File: config.mk
export PLATFORM = sky130hd
export DESIGN_NAME = csc_matrix
export DESIGN_NICKNAME = d
export VERILOG_FILES = /design/src/pkg/csc_pkg.sv /design/src/verilog/csc_matrix.sv /design/src/verilog/csc_skid_buf.sv
export SDC_FILE = /design/constraint.sdc
export NUM_CORES = 2
export LEC_CHECK = 0
export ABC_AREA = 1
export ABC_CLOCK_PERIOD_IN_PS = 16500
export BUFFER_PORTS_ARGS = -buffer_cell sky130_fd_sc_hd__buf_2
export CORE_ASPECT_RATIO = 1.5
export CORE_MARGIN = 2
export CORE_UTILIZATION = 25
export CTS_CLUSTER_DIAMETER = 120
export DETAILED_ROUTE_END_ITERATION = 10
export MAX_ROUTING_LAYER = met4
export SLEW_MARGIN = 30
export SYNTH_ARGS = -nofsm -noshare
export SYNTH_HDL_FRONTEND = slang
export SYNTH_SLANG_ARGS = --single-unit
export TNS_END_PERCENT = 100
File: constraint.sdc
create_clock -name pclk -period 16.5 [get_ports pclk]
set_input_delay 0 -clock pclk [delete_from_list [all_inputs] [get_ports pclk]]
set_output_delay 0 -clock pclk [all_outputs]
set_load 0.05 [all_outputs]
File: src/pkg/csc_pkg.sv
package csc_pkg;
    localparam int APB_AW = 12;
    localparam int PIX_W = 8;
    localparam int COEF_W = 8;
    localparam int COEF_FRAC = 5;
    localparam int NUM_COMP = 4;
    localparam int NUM_PAIR = 8;
    // Register byte offsets
    localparam logic [APB_AW-1:0] CTL_OFS = 12'h000;
    localparam logic [APB_AW-1:0] PAIR0_OFS = 12'h004;
    localparam logic [APB_AW-1:0] PAIR_STRIDE = 12'h004;
    localparam int EN_POS = 0;
    localparam int LO_LSB = 0;
    localparam int HI_LSB = 8;
    localparam logic [31:0] CTL_RST = 32'h0000_0000;
    localparam logic [15:0] PAIR_RST = 16'h0000;
    localparam logic [PIX_W-1:0] PIX_MAX = 8'hFF;
    localparam int BUF_DEPTH = 2;

    typedef struct packed {
        logic [PIX_W-1:0] c3;
        logic [PIX_W-1:0] c2;
        logic [PIX_W-1:0] c1;
        logic [PIX_W-1:0] c0;
    } csc_pix_s;

    typedef struct packed {
        logic [APB_AW-1:0] paddr;
        logic psel;
        logic penable;
        logic pwrite;
        logic [31:0] pwdata;
    } csc_apb_req_s;

    typedef struct packed {
        logic [31:0] prdata;
        logic pready;
        logic pslverr;
    } csc_apb_rsp_s;
endpackage : csc_pkg

File: src/verilog/csc_matrix.sv
// Added by the designer: the address map and the APB register port.
`timescale 1ns/1ps
// Behaviour
// RQ1 - Bit 0 of control register off disables, on enables conversion.
// RQ2 - Coefficients are signed 8-bit values with five fractional bits.
// RQ3 - Even column coefficient in bits 7-0, odd column in bits 15-8.
// RQ4 - Sixteen coefficients form 4x4 matrix, two per register, eight registers.
// RQ5 - Every coefficient field stores any 8-bit value and reads it back.
// RQ6 - After reset enable and all coefficients read zero.
// RQ7 - Software writes zeros to unused upper bits; device reads them zero.
// RQ8 - Enabled output is row dot product scaled; disabled passes input through.
module csc_matrix
    import csc_pkg::*;
(
    input wire logic pclk, // Clock, 200 MHz
    input wire logic presetn, // Async reset, active low
    input wire csc_pkg::csc_apb_req_s apb_req, // APB request group
    output csc_pkg::csc_apb_rsp_s apb_rsp, // APB response group
    input wire csc_pkg::csc_pix_s pix_in, // Input pixel components
    input wire logic pix_in_valid, // Input pixel valid
    output logic pix_in_ready, // Converter accepts input
    output csc_pkg::csc_pix_s pix_out, // Output pixel components
    output logic pix_out_valid, // Output pixel valid
    input wire logic pix_out_ready // Downstream accepts output
);
    import csc_pkg::*;

    logic color_convert_on_r;
    logic [COEF_W-1:0] coef_r [NUM_COMP][NUM_COMP];
    logic [31:0] prdata_r;
    csc_pix_s res_r;
    logic res_valid_r;
    logic buf_in_ready;
    logic wr_en;
    logic rd_en;
    logic stage_ready;
    logic [3:0] rd_pair;
    logic [31:0] rd_word;
    logic [PIX_W-1:0] conv_c [NUM_COMP];

    // Index of coefficient pair register, or NUM_PAIR when not a pair
    function automatic logic [3:0] pair_index(input logic [APB_AW-1:0] addr);
        logic [3:0] idx;
        idx = 4'(NUM_PAIR);
        for (int k = 0; k < NUM_PAIR; k++) begin
            if (addr == APB_AW'(PAIR0_OFS + APB_AW'(k) * PAIR_STRIDE)) begin
                idx = 4'(k);
            end
        end
        return idx;
    endfunction : pair_index

    // Clamp a Q5-scaled signed sum into the unsigned pixel range
    function automatic logic [PIX_W-1:0] clamp_pix(input logic signed [19:0] acc);
        logic signed [19:0] sh;
        sh = acc >>> COEF_FRAC;
        if (sh < 0) begin
            return '0;
        end else if (sh > 20'sd255) begin
            return PIX_MAX;
        end
        return sh[PIX_W-1:0];
    endfunction : clamp_pix

    function automatic logic [PIX_W-1:0] comp_of(input csc_pix_s p, input int c);
        logic [PIX_W-1:0] v;
        case (c)
            0: v = p.c0;
            1: v = p.c1;
            2: v = p.c2;
            default: v = p.c3;
        endcase
        return v;
    endfunction : comp_of

    // Signed dot product of one matrix row with the unsigned input components
    function automatic logic signed [19:0] row_sum(input logic [NUM_COMP*COEF_W-1:0] row,
                                                  input csc_pix_s p);
        logic signed [19:0] acc;
        acc = '0;
        for (int c = 0; c < NUM_COMP; c++) begin
            acc = acc + 20'(signed'(row[c*COEF_W +: COEF_W])) *
                  20'(signed'({1'b0, comp_of(p, c)})); // RQ2
        end
        return acc;
    endfunction : row_sum

    assign wr_en = apb_req.psel && apb_req.penable && apb_req.pwrite;
    assign rd_en = apb_req.psel && !apb_req.penable && !apb_req.pwrite;

    // Zero wait-state slave
    assign apb_rsp.pready = 1'b1;
    assign apb_rsp.pslverr = 1'b0;
    assign apb_rsp.prdata = prdata_r;

    always_ff @(posedge pclk or negedge presetn) begin
        if (!presetn) begin
            color_convert_on_r <= CTL_RST[EN_POS]; // RQ6
        end else if (wr_en && apb_req.paddr == CTL_OFS) begin
            color_convert_on_r <= apb_req.pwdata[EN_POS]; // RQ1
        end
    end

    generate
        for (genvar r = 0; r < NUM_COMP; r++) begin : g_row
            for (genvar h = 0; h < 2; h++) begin : g_half
                always_ff @(posedge pclk or negedge presetn) begin
                    if (!presetn) begin
                        coef_r[r][2*h] <= PAIR_RST[7:0]; // RQ6
                        coef_r[r][2*h+1] <= PAIR_RST[15:8]; // RQ6
                    end else if (wr_en && pair_index(apb_req.paddr) == 4'(2*r+h)) begin // RQ4
                        coef_r[r][2*h] <= apb_req.pwdata[LO_LSB +: COEF_W]; // RQ3 RQ5
                        coef_r[r][2*h+1] <= apb_req.pwdata[HI_LSB +: COEF_W]; // RQ3 RQ5
                    end
                end
            end
        end
    endgenerate

    // Read mux, upper bits always zero
    assign rd_pair = pair_index(apb_req.paddr);

    always_comb begin
        rd_word = 32'h0000_0000; // RQ7
        if (apb_req.paddr == CTL_OFS) begin
            rd_word[EN_POS] = color_convert_on_r;
        end else if (rd_pair != 4'(NUM_PAIR)) begin
            rd_word[HI_LSB +: COEF_W] = coef_r[rd_pair[2:1]][{rd_pair[0], 1'b1}]; // RQ3 RQ5
            rd_word[LO_LSB +: COEF_W] = coef_r[rd_pair[2:1]][{rd_pair[0], 1'b0}]; // RQ3 RQ5
        end
    end

    // Read data captured in setup phase
    always_ff @(posedge pclk or negedge presetn) begin
        if (!presetn) begin
            prdata_r <= 32'h0000_0000;
        end else if (rd_en) begin
            prdata_r <= rd_word;
        end
    end

    // Combinational matrix product, one row per output component
    generate
        for (genvar r = 0; r < NUM_COMP; r++) begin : g_dot
            assign conv_c[r] = clamp_pix(row_sum({coef_r[r][3], coef_r[r][2], coef_r[r][1],
                                                  coef_r[r][0]}, pix_in)); // RQ2 RQ8
        end
    endgenerate

    // One-cycle multiply stage, stalls when the buffer is full
    assign stage_ready = !res_valid_r || buf_in_ready;
    assign pix_in_ready = stage_ready;

    always_ff @(posedge pclk or negedge presetn) begin
        if (!presetn) begin
            res_valid_r <= 1'b0;
        end else if (stage_ready) begin
            res_valid_r <= pix_in_valid;
        end
    end

    always_ff @(posedge pclk or negedge presetn) begin
        if (!presetn) begin
            res_r <= '0;
        end else if (stage_ready && pix_in_valid) begin
            if (!color_convert_on_r) begin
                res_r <= pix_in; // RQ1 RQ8
            end else begin
                res_r <= {conv_c[3], conv_c[2], conv_c[1], conv_c[0]}; // RQ8
            end
        end
    end

    csc_skid_buf u_buf (
        .pclk(pclk),
        .presetn(presetn),
        .in_data(res_r),
        .in_valid(res_valid_r),
        .in_ready(buf_in_ready),
        .out_data(pix_out),
        .out_valid(pix_out_valid),
        .out_ready(pix_out_ready)
    );
endmodule : csc_matrix

File: src/verilog/csc_skid_buf.sv
`timescale 1ns/1ps
module csc_skid_buf
    import csc_pkg::*;
(
    input wire logic pclk, // Clock
    input wire logic presetn, // Async reset, active low
    input wire csc_pkg::csc_pix_s in_data, // Filling data
    input wire logic in_valid, // Filling valid
    output logic in_ready, // Room for a word
    output csc_pkg::csc_pix_s out_data, // Draining data
    output logic out_valid, // Word available
    input wire logic out_ready // Drain accepts
);
    import csc_pkg::*;

    csc_pix_s mem_r [BUF_DEPTH];
    logic wp_r;
    logic rp_r;
    logic [1:0] cnt_r;
    logic push;
    logic pop;

    assign in_ready = (cnt_r != 2'(BUF_DEPTH));
    assign out_valid = (cnt_r != 2'h0);
    assign out_data = mem_r[rp_r];
    assign push = in_valid && in_ready;
    assign pop = out_valid && out_ready;

    always_ff @(posedge pclk or negedge presetn) begin
        if (!presetn) begin
            mem_r[0] <= '0;
            mem_r[1] <= '0;
        end else if (push) begin
            mem_r[wp_r] <= in_data;
        end
    end

    always_ff @(posedge pclk or negedge presetn) begin
        if (!presetn) begin
            wp_r <= 1'b0;
            rp_r <= 1'b0;
            cnt_r <= 2'h0;
        end else begin
            if (push) begin
                wp_r <= ~wp_r;
            end
            if (pop) begin
                rp_r <= ~rp_r;
            end
            cnt_r <= cnt_r + 2'(push) - 2'(pop);
        end
    end
endmodule : csc_skid_buf
-- Yosys cells after proc, flatten, opt, wreduce, memory -nomap -nowiden
Index checks and enable logic that the tools add are counted.
- add/subtract/negate cells: 14
- multipliers: 16
- $lt $le $gt $ge: 14
- equal/unequal tests: 17
- muxes and demuxes: 47
- bitwise operators: 7
- reductions and logical operators: 24
- operator list (operator ; number):
    $mul 8x9->17 ; 16
    $mux 32 ; 7
    $mux 8 ; 16
    $add 19x17->20 ; 4
    $add 18x17->19 ; 4
    $add 17x17->18 ; 4
    $bmux 32 s2 ; 1
    $bwmux 64 ; 1
    $gt 15x9->1 const B ; 4
    $lt 15x1->1 const B ; 4
    $eq 12x5->1 const B ; 4
    $bmux 8 s2 ; 2
    $demux 32 s1 ; 1
    $mux 4 ; 8
    $eq 12x4->1 const B ; 2
    $logic_and 1x1->1 ; 17
    $eq 4x3->1 const B ; 4
    $mux 16 ; 1
    $mux 15 ; 1
    $eq 12x3->1 const B ; 1
    $eq 12x6->1 const B ; 1
    $logic_not 12->1 ; 1
    $ge 3x3->1 const B ; 3
    $mux 1 ; 9
    other kinds (15) ; 23
- register bits after elaboration: 246
- bits of input ports: 83
- word-level logic and storage cells: 173

-- Depth between registers and ports, before layout
- word-level depth: 18
- gate-level depth with buffers: 35

-- Cells and area by module
From an unflattened synthesis, not the netlist that was laid out.
- cells, all modules: 6922
- area total of the unflattened synthesis: 53352.4 um2
- modules (own cells, without submodules) (module ; instances ; cells each ; area each (um2) ; sequential area each (um2)):
    csc_matrix ; 1 ; 6505 ; 50116.8 ; 4454.3
    csc_skid_buf ; 1 ; 417 ; 3235.6 ; 1701.6

-- Least setup slack after synthesis
OpenSTA, ideal clock, no wires.
- path kind: reg2reg
- start point: register coef_r[3] in the netlist's numbering
- end point: register res_r[31] in the netlist's numbering
- setup time: 0.116 ns
- arrival: 6.380 ns
- required time: 16.384 ns
- slack: 10.003 ns
- stages on the path, launching flop included: 29
- path buffers: 1
- clock period less this slack: 6.497 ns
- cells stage by stage: dfrtp_1 clkbuf_1 nand2_1 fa_1 inv_1 fa_1 inv_1 fa_1 inv_1 fa_1 fa_1 fa_1 fa_1 inv_1 fa_1 inv_1 ha_1 a21oi_1 o21ai_0 a21oi_1 nand2_1 nand2_1 nand2_1 nor2_1 nand2_2 o21ai_4 nand3_1 nand2_1 nand2_1
- longest elaborated chain between the ends: 7
- elaborated cells between the ends (all ways): 9
- classes of those cells: add/sub: 1; mul: 1; order compare: 2; mux: 5
- ends and longest elaborated chain (item ; line ; source):
    from (decl) ; csc_matrix.sv:29 ; logic [COEF_W-1:0] coef_r [NUM_COMP][NUM_COMP];
    from (signal, indexed assignment) ; csc_matrix.sv:109 ; coef_r[r][2*h] <= PAIR_RST[7:0];
    from (signal, indexed assignment) ; csc_matrix.sv:110 ; coef_r[r][2*h+1] <= PAIR_RST[15:8];
    from (signal, indexed assignment) ; csc_matrix.sv:112 ; coef_r[r][2*h] <= apb_req.pwdata[LO_LSB +: COEF_W];
    $mul 8x9->17 (*) ; csc_matrix.sv:82 ; acc = acc + 20'(signed'(row[c*COEF_W +: COEF_W])) *
    $add 19x17->20 (*) ; csc_matrix.sv:82 ;
    $gt 15x9->1 ; csc_matrix.sv:59 ; end else if (sh > 20'sd255) begin
    $mux 1 ; csc_matrix.sv:59 ;
    $mux 1 ; csc_matrix.sv:57 ; if (sh < 0) begin
    $mux 8 (*) ; csc_matrix.sv:62 ; return sh[PIX_W-1:0];
    $mux 32 (*) ; csc_matrix.sv:166 ; if (!color_convert_on_r) begin
    to (signal assigned) ; csc_matrix.sv:167 ; res_r <= pix_in;
    to (signal assigned) ; csc_matrix.sv:169 ; res_r <= {conv_c[3], conv_c[2], conv_c[1], conv_c[0]};
    to (decl) ; csc_matrix.sv:31 ; csc_pix_s res_r;
Every way passes the cells marked *; elsewhere a longest branch is shown, timed or not.
A chain may end at the register's enable or synchronous reset.

-- Worst setup path after layout
- start point: register coef_r[127] in the netlist's numbering
- end point: register res_r[6] in the netlist's numbering
- longest elaborated chain between the ends: 9
- elaborated cells between the ends (all ways): 11
- classes of those cells: add/sub: 3; mul: 1; order compare: 2; mux: 5
- ends and longest elaborated chain (item ; line):
    $mul 8x9->17 (*) ; csc_matrix.sv:82
    $add 17x17->18 (*) ; csc_matrix.sv:82
    $add 18x17->19 (*) ; csc_matrix.sv:82
    $add 19x17->20 (*) ; csc_matrix.sv:82
    $gt 15x9->1 ; csc_matrix.sv:59
    $mux 1 ; csc_matrix.sv:59
    $mux 1 ; csc_matrix.sv:57
    $mux 8 (*) ; csc_matrix.sv:62
    $mux 32 (*) ; csc_matrix.sv:166
Marked as above.

==> metrics.txt <==
status complete, no violations; leading cell types in the layout, fill and taps excluded inv_1 (2,136), nand2_1 (1,680), fa_1 (932), ha_1 (598), dfrtp_1 (245); Synth Register Bits approximately 250; cts bufs inserted 28; Clock Sinks about 250; Filler cells 23,100; Final setup viols 0; Worst Clk Skew 0.0437 ns; Routability Congestion slightly below 1; drt initial violations 2,641; Post-synth EDFFs 0; Root Buffer clkbuf_16; Remaining DRCs 0; Final ANT Viol Nets 0; GR peak layer met2; H-tree depth 1; Final Hold Vio Count 0; most common cell after layout, fill and taps aside inv_1; Least-Margin Pin Slew 1.04 ns; GR Layer Usage met2 0.288; Max VDD drop 0.0000998 V; CP Class reg2reg; Final Max Tran Viols 0; fmax 0.126 GHz; first-pass GRT wire length 264 mm; post-synth cell types 51; Congestion Overflow GR 0; RSZ-0062 raised after global routing false; vias per cell between 4 and 5; cell internal pwr 1.22 mW; met3 usage in global routing 0.0239; core area between 200,000 and 250,000 µm²; Max Fanout on Critical Path 8; Mapped Cells 6,851; clock latency on the worst-skew pair approximately 0.6 ns; Die H 569 µm; synthesis-to-layout area growth 8.06%; DIE AREA 216,000 µm²; post-CTS sizing 0; Initial Utilization 0.251; synth warn 0; Routed WL 173 mm; Worst EP arrival roughly 8.4 ns; dpl hpwl 141 mm; startpoint types flip-flop; Final #Nets around 8,300; clock buffer depth 3; Setup Buffers After CTS 0; Max-slew headroom 0.304; drt pass-1 iters 5; initial antenna violation count 20; All-Layer GR Usage 0.165; I/O pins between 150 and 200; number of global-route vias before repair 44,500; CP required 16.98 ns; minimum clock period a little under 8 ns; Flop pwr share 0.363; sequential area share after synthesis 0.116; Final Util 0.271; Max-cap violations 0; Syn Area/Cell 7.75 µm²; Rows 207; Worst-path clk slew 0.07 ns; endpoint type of the worst setup path flip-flop; CTS tree yes; Switching Share 0.414; largest net degree at the start of global routing 139; Static Leakage 34.9 nW; layout cells sized above 1 0.0447; Psw 0.864 mW; combinational group share of total power 0.329; Fin Setup TNS 0 ns; M1 GR Usage 0.179; fraction of registers with async set/reset 1.00; main flop type after synthesis dfrtp_1; Vias 42,200; Die Wd 380 µm; Port Buf Inserts roughly 120; drt wl/cell 18.0 µm; Clk pwr share 0.308; total power around 2.1 mW; Hold Crit Class in2reg; Mapped Area about 53,000 µm²; PwrDens 36.3 nW/µm²; Final Cycle Share 0.482; hold_buf cts 9
[through the flow]
step | worst slack, ns | instances | hold slack [ns] | cell area, µm²
2_1_floorplan | 10.00 | 6867 | -0.296 | 53200
3_3_place_gp | 8.60 | 9517 | 0.103 | 56300
3_5_place_dp | 8.60 | 9518 | 0.108 | 56300
4_1_cts | 8.60 | 9578 | 0.00182 | 57300
5_1_grt | 8.19 | 9597 | 0.0100 | 57400
6_report | 8.56 | 9600 | 0.0313 | 57400
[cells in the mapped netlist (39+ instances only)]
| library cell | count | area [µm²] |
|---|---|---|
| fa_1 | 932 | 18700 |
| nand2_2 | 39 | 244 |
| clkbuf_1 | 209 | 785 |
| dfrtp_1 | 246 | 6160 |
| ha_1 | 598 | 7480 |
| a21oi_1 | 107 | 536 |
| nor2_1 | 199 | 747 |
| inv_1 | 2136 | 8020 |
| nand2_1 | 1683 | 6320 |
| buf_1 | 75 | 282 |
| o21ai_0 | 242 | 1210 |
| nand3_1 | 111 | 556 |
[worst paths after layout]
kind | startpoint | end | slack [ns] | depth (start not counted)
worst max-delay path | coef_r[127] | res_r[6] | 8.56 | 27
worst min-delay path | apb_req[12] | coef_r[4] | 0.03 | 3
worst max register to register | coef_r[127] | res_r[6] | 8.56 | 27
worst min register to register | prdata_r[9] | prdata_r[9] | 0.48 | 2
max in group asynchronous | presetn | color_convert_on_r | 15.10 | 3
min in group asynchronous | presetn | u_buf.mem_r[11] | 0.06 | 2
[worst max-delay path, stage by stage (launching register included)]
cell and delay [ns]:
dfrtp_1 0.62, inv_1 0.44, nor2_1 0.23, fa_1 0.46, fa_1 0.51, fa_1 0.53
inv_1 0.05, fa_1 0.47, fa_1 0.52, inv_1 0.06, fa_1 0.44, fa_1 0.52
inv_1 0.06, fa_1 0.49, inv_1 0.04, ha_1 0.34, a21oi_1 0.25, o21ai_0 0.23
a21oi_1 0.25, nand2_1 0.08, nand2_1 0.06, nand2_1 0.05, inv_1 0.09, nand3_4 0.14
o21ai_4 0.27, nand3_1 0.30, nand2_1 0.24, nand2_1 0.06
[registers in the layout (all words and copies together) (netlist names)]
register and count:
coef_r 128, u_buf.mem_r 64, res_r 32, prdata_r 16, u_buf.cnt_r 2, color_convert_on_r 1
res_valid_r 1, u_buf.rp_r 1, u_buf.wp_r 1
[metal layers]
metal  vias to the layer above  share of wire
met5                         -              0
met2                      1546           0.50
met1                     21000           0.36
met3                       484          0.063
li1                      19200              -
met4                         0          0.073
[area by class of cell]
class	instances	area [µm²]	share of cell area
Inverter	2146	8060	0.140
Sequential cell	246	6160	0.107
Clock inverter	15	171	0.00299
Antenna cell	22	55.1	0.000959
Timing Repair Buffer	166	1020	0.0177
Multi-Input combinational cell	4148	37600	0.656
Tap cell	2821	3530	0.0615
Clock buffer	36	781	0.0136
[logic make-up after synthesis]
| kind of cell | count (synthesis) | share of synthesized area |
|---|---|---|
| DFF | 246 | 0.116 |
| adders and majority gates | 1530 | 0.492 |
| buffers and inverters | 2473 | 0.178 |
| and+or+nand+nor | 2128 | 0.162 |
| xor gates and xnor gates | 48 | 0.00791 |
| AOI/OAI and AO/OA | 424 | 0.0446 |
| other | 2 | 0.000141 |
[power by group through the flow]
stage	clock (mW)	combinational [mW]	sequential, mW
final	0.643	0.686	0.758
after global routing	0.676	0.749	0.770
after CTS	0.653	0.692	0.757
after detailed placement	0	0.688	0.768
after global placement	0	0.676	0.764
after floorplan	0	0.475	0.753
No activity file was read; power rests on OpenSTA's default activity.
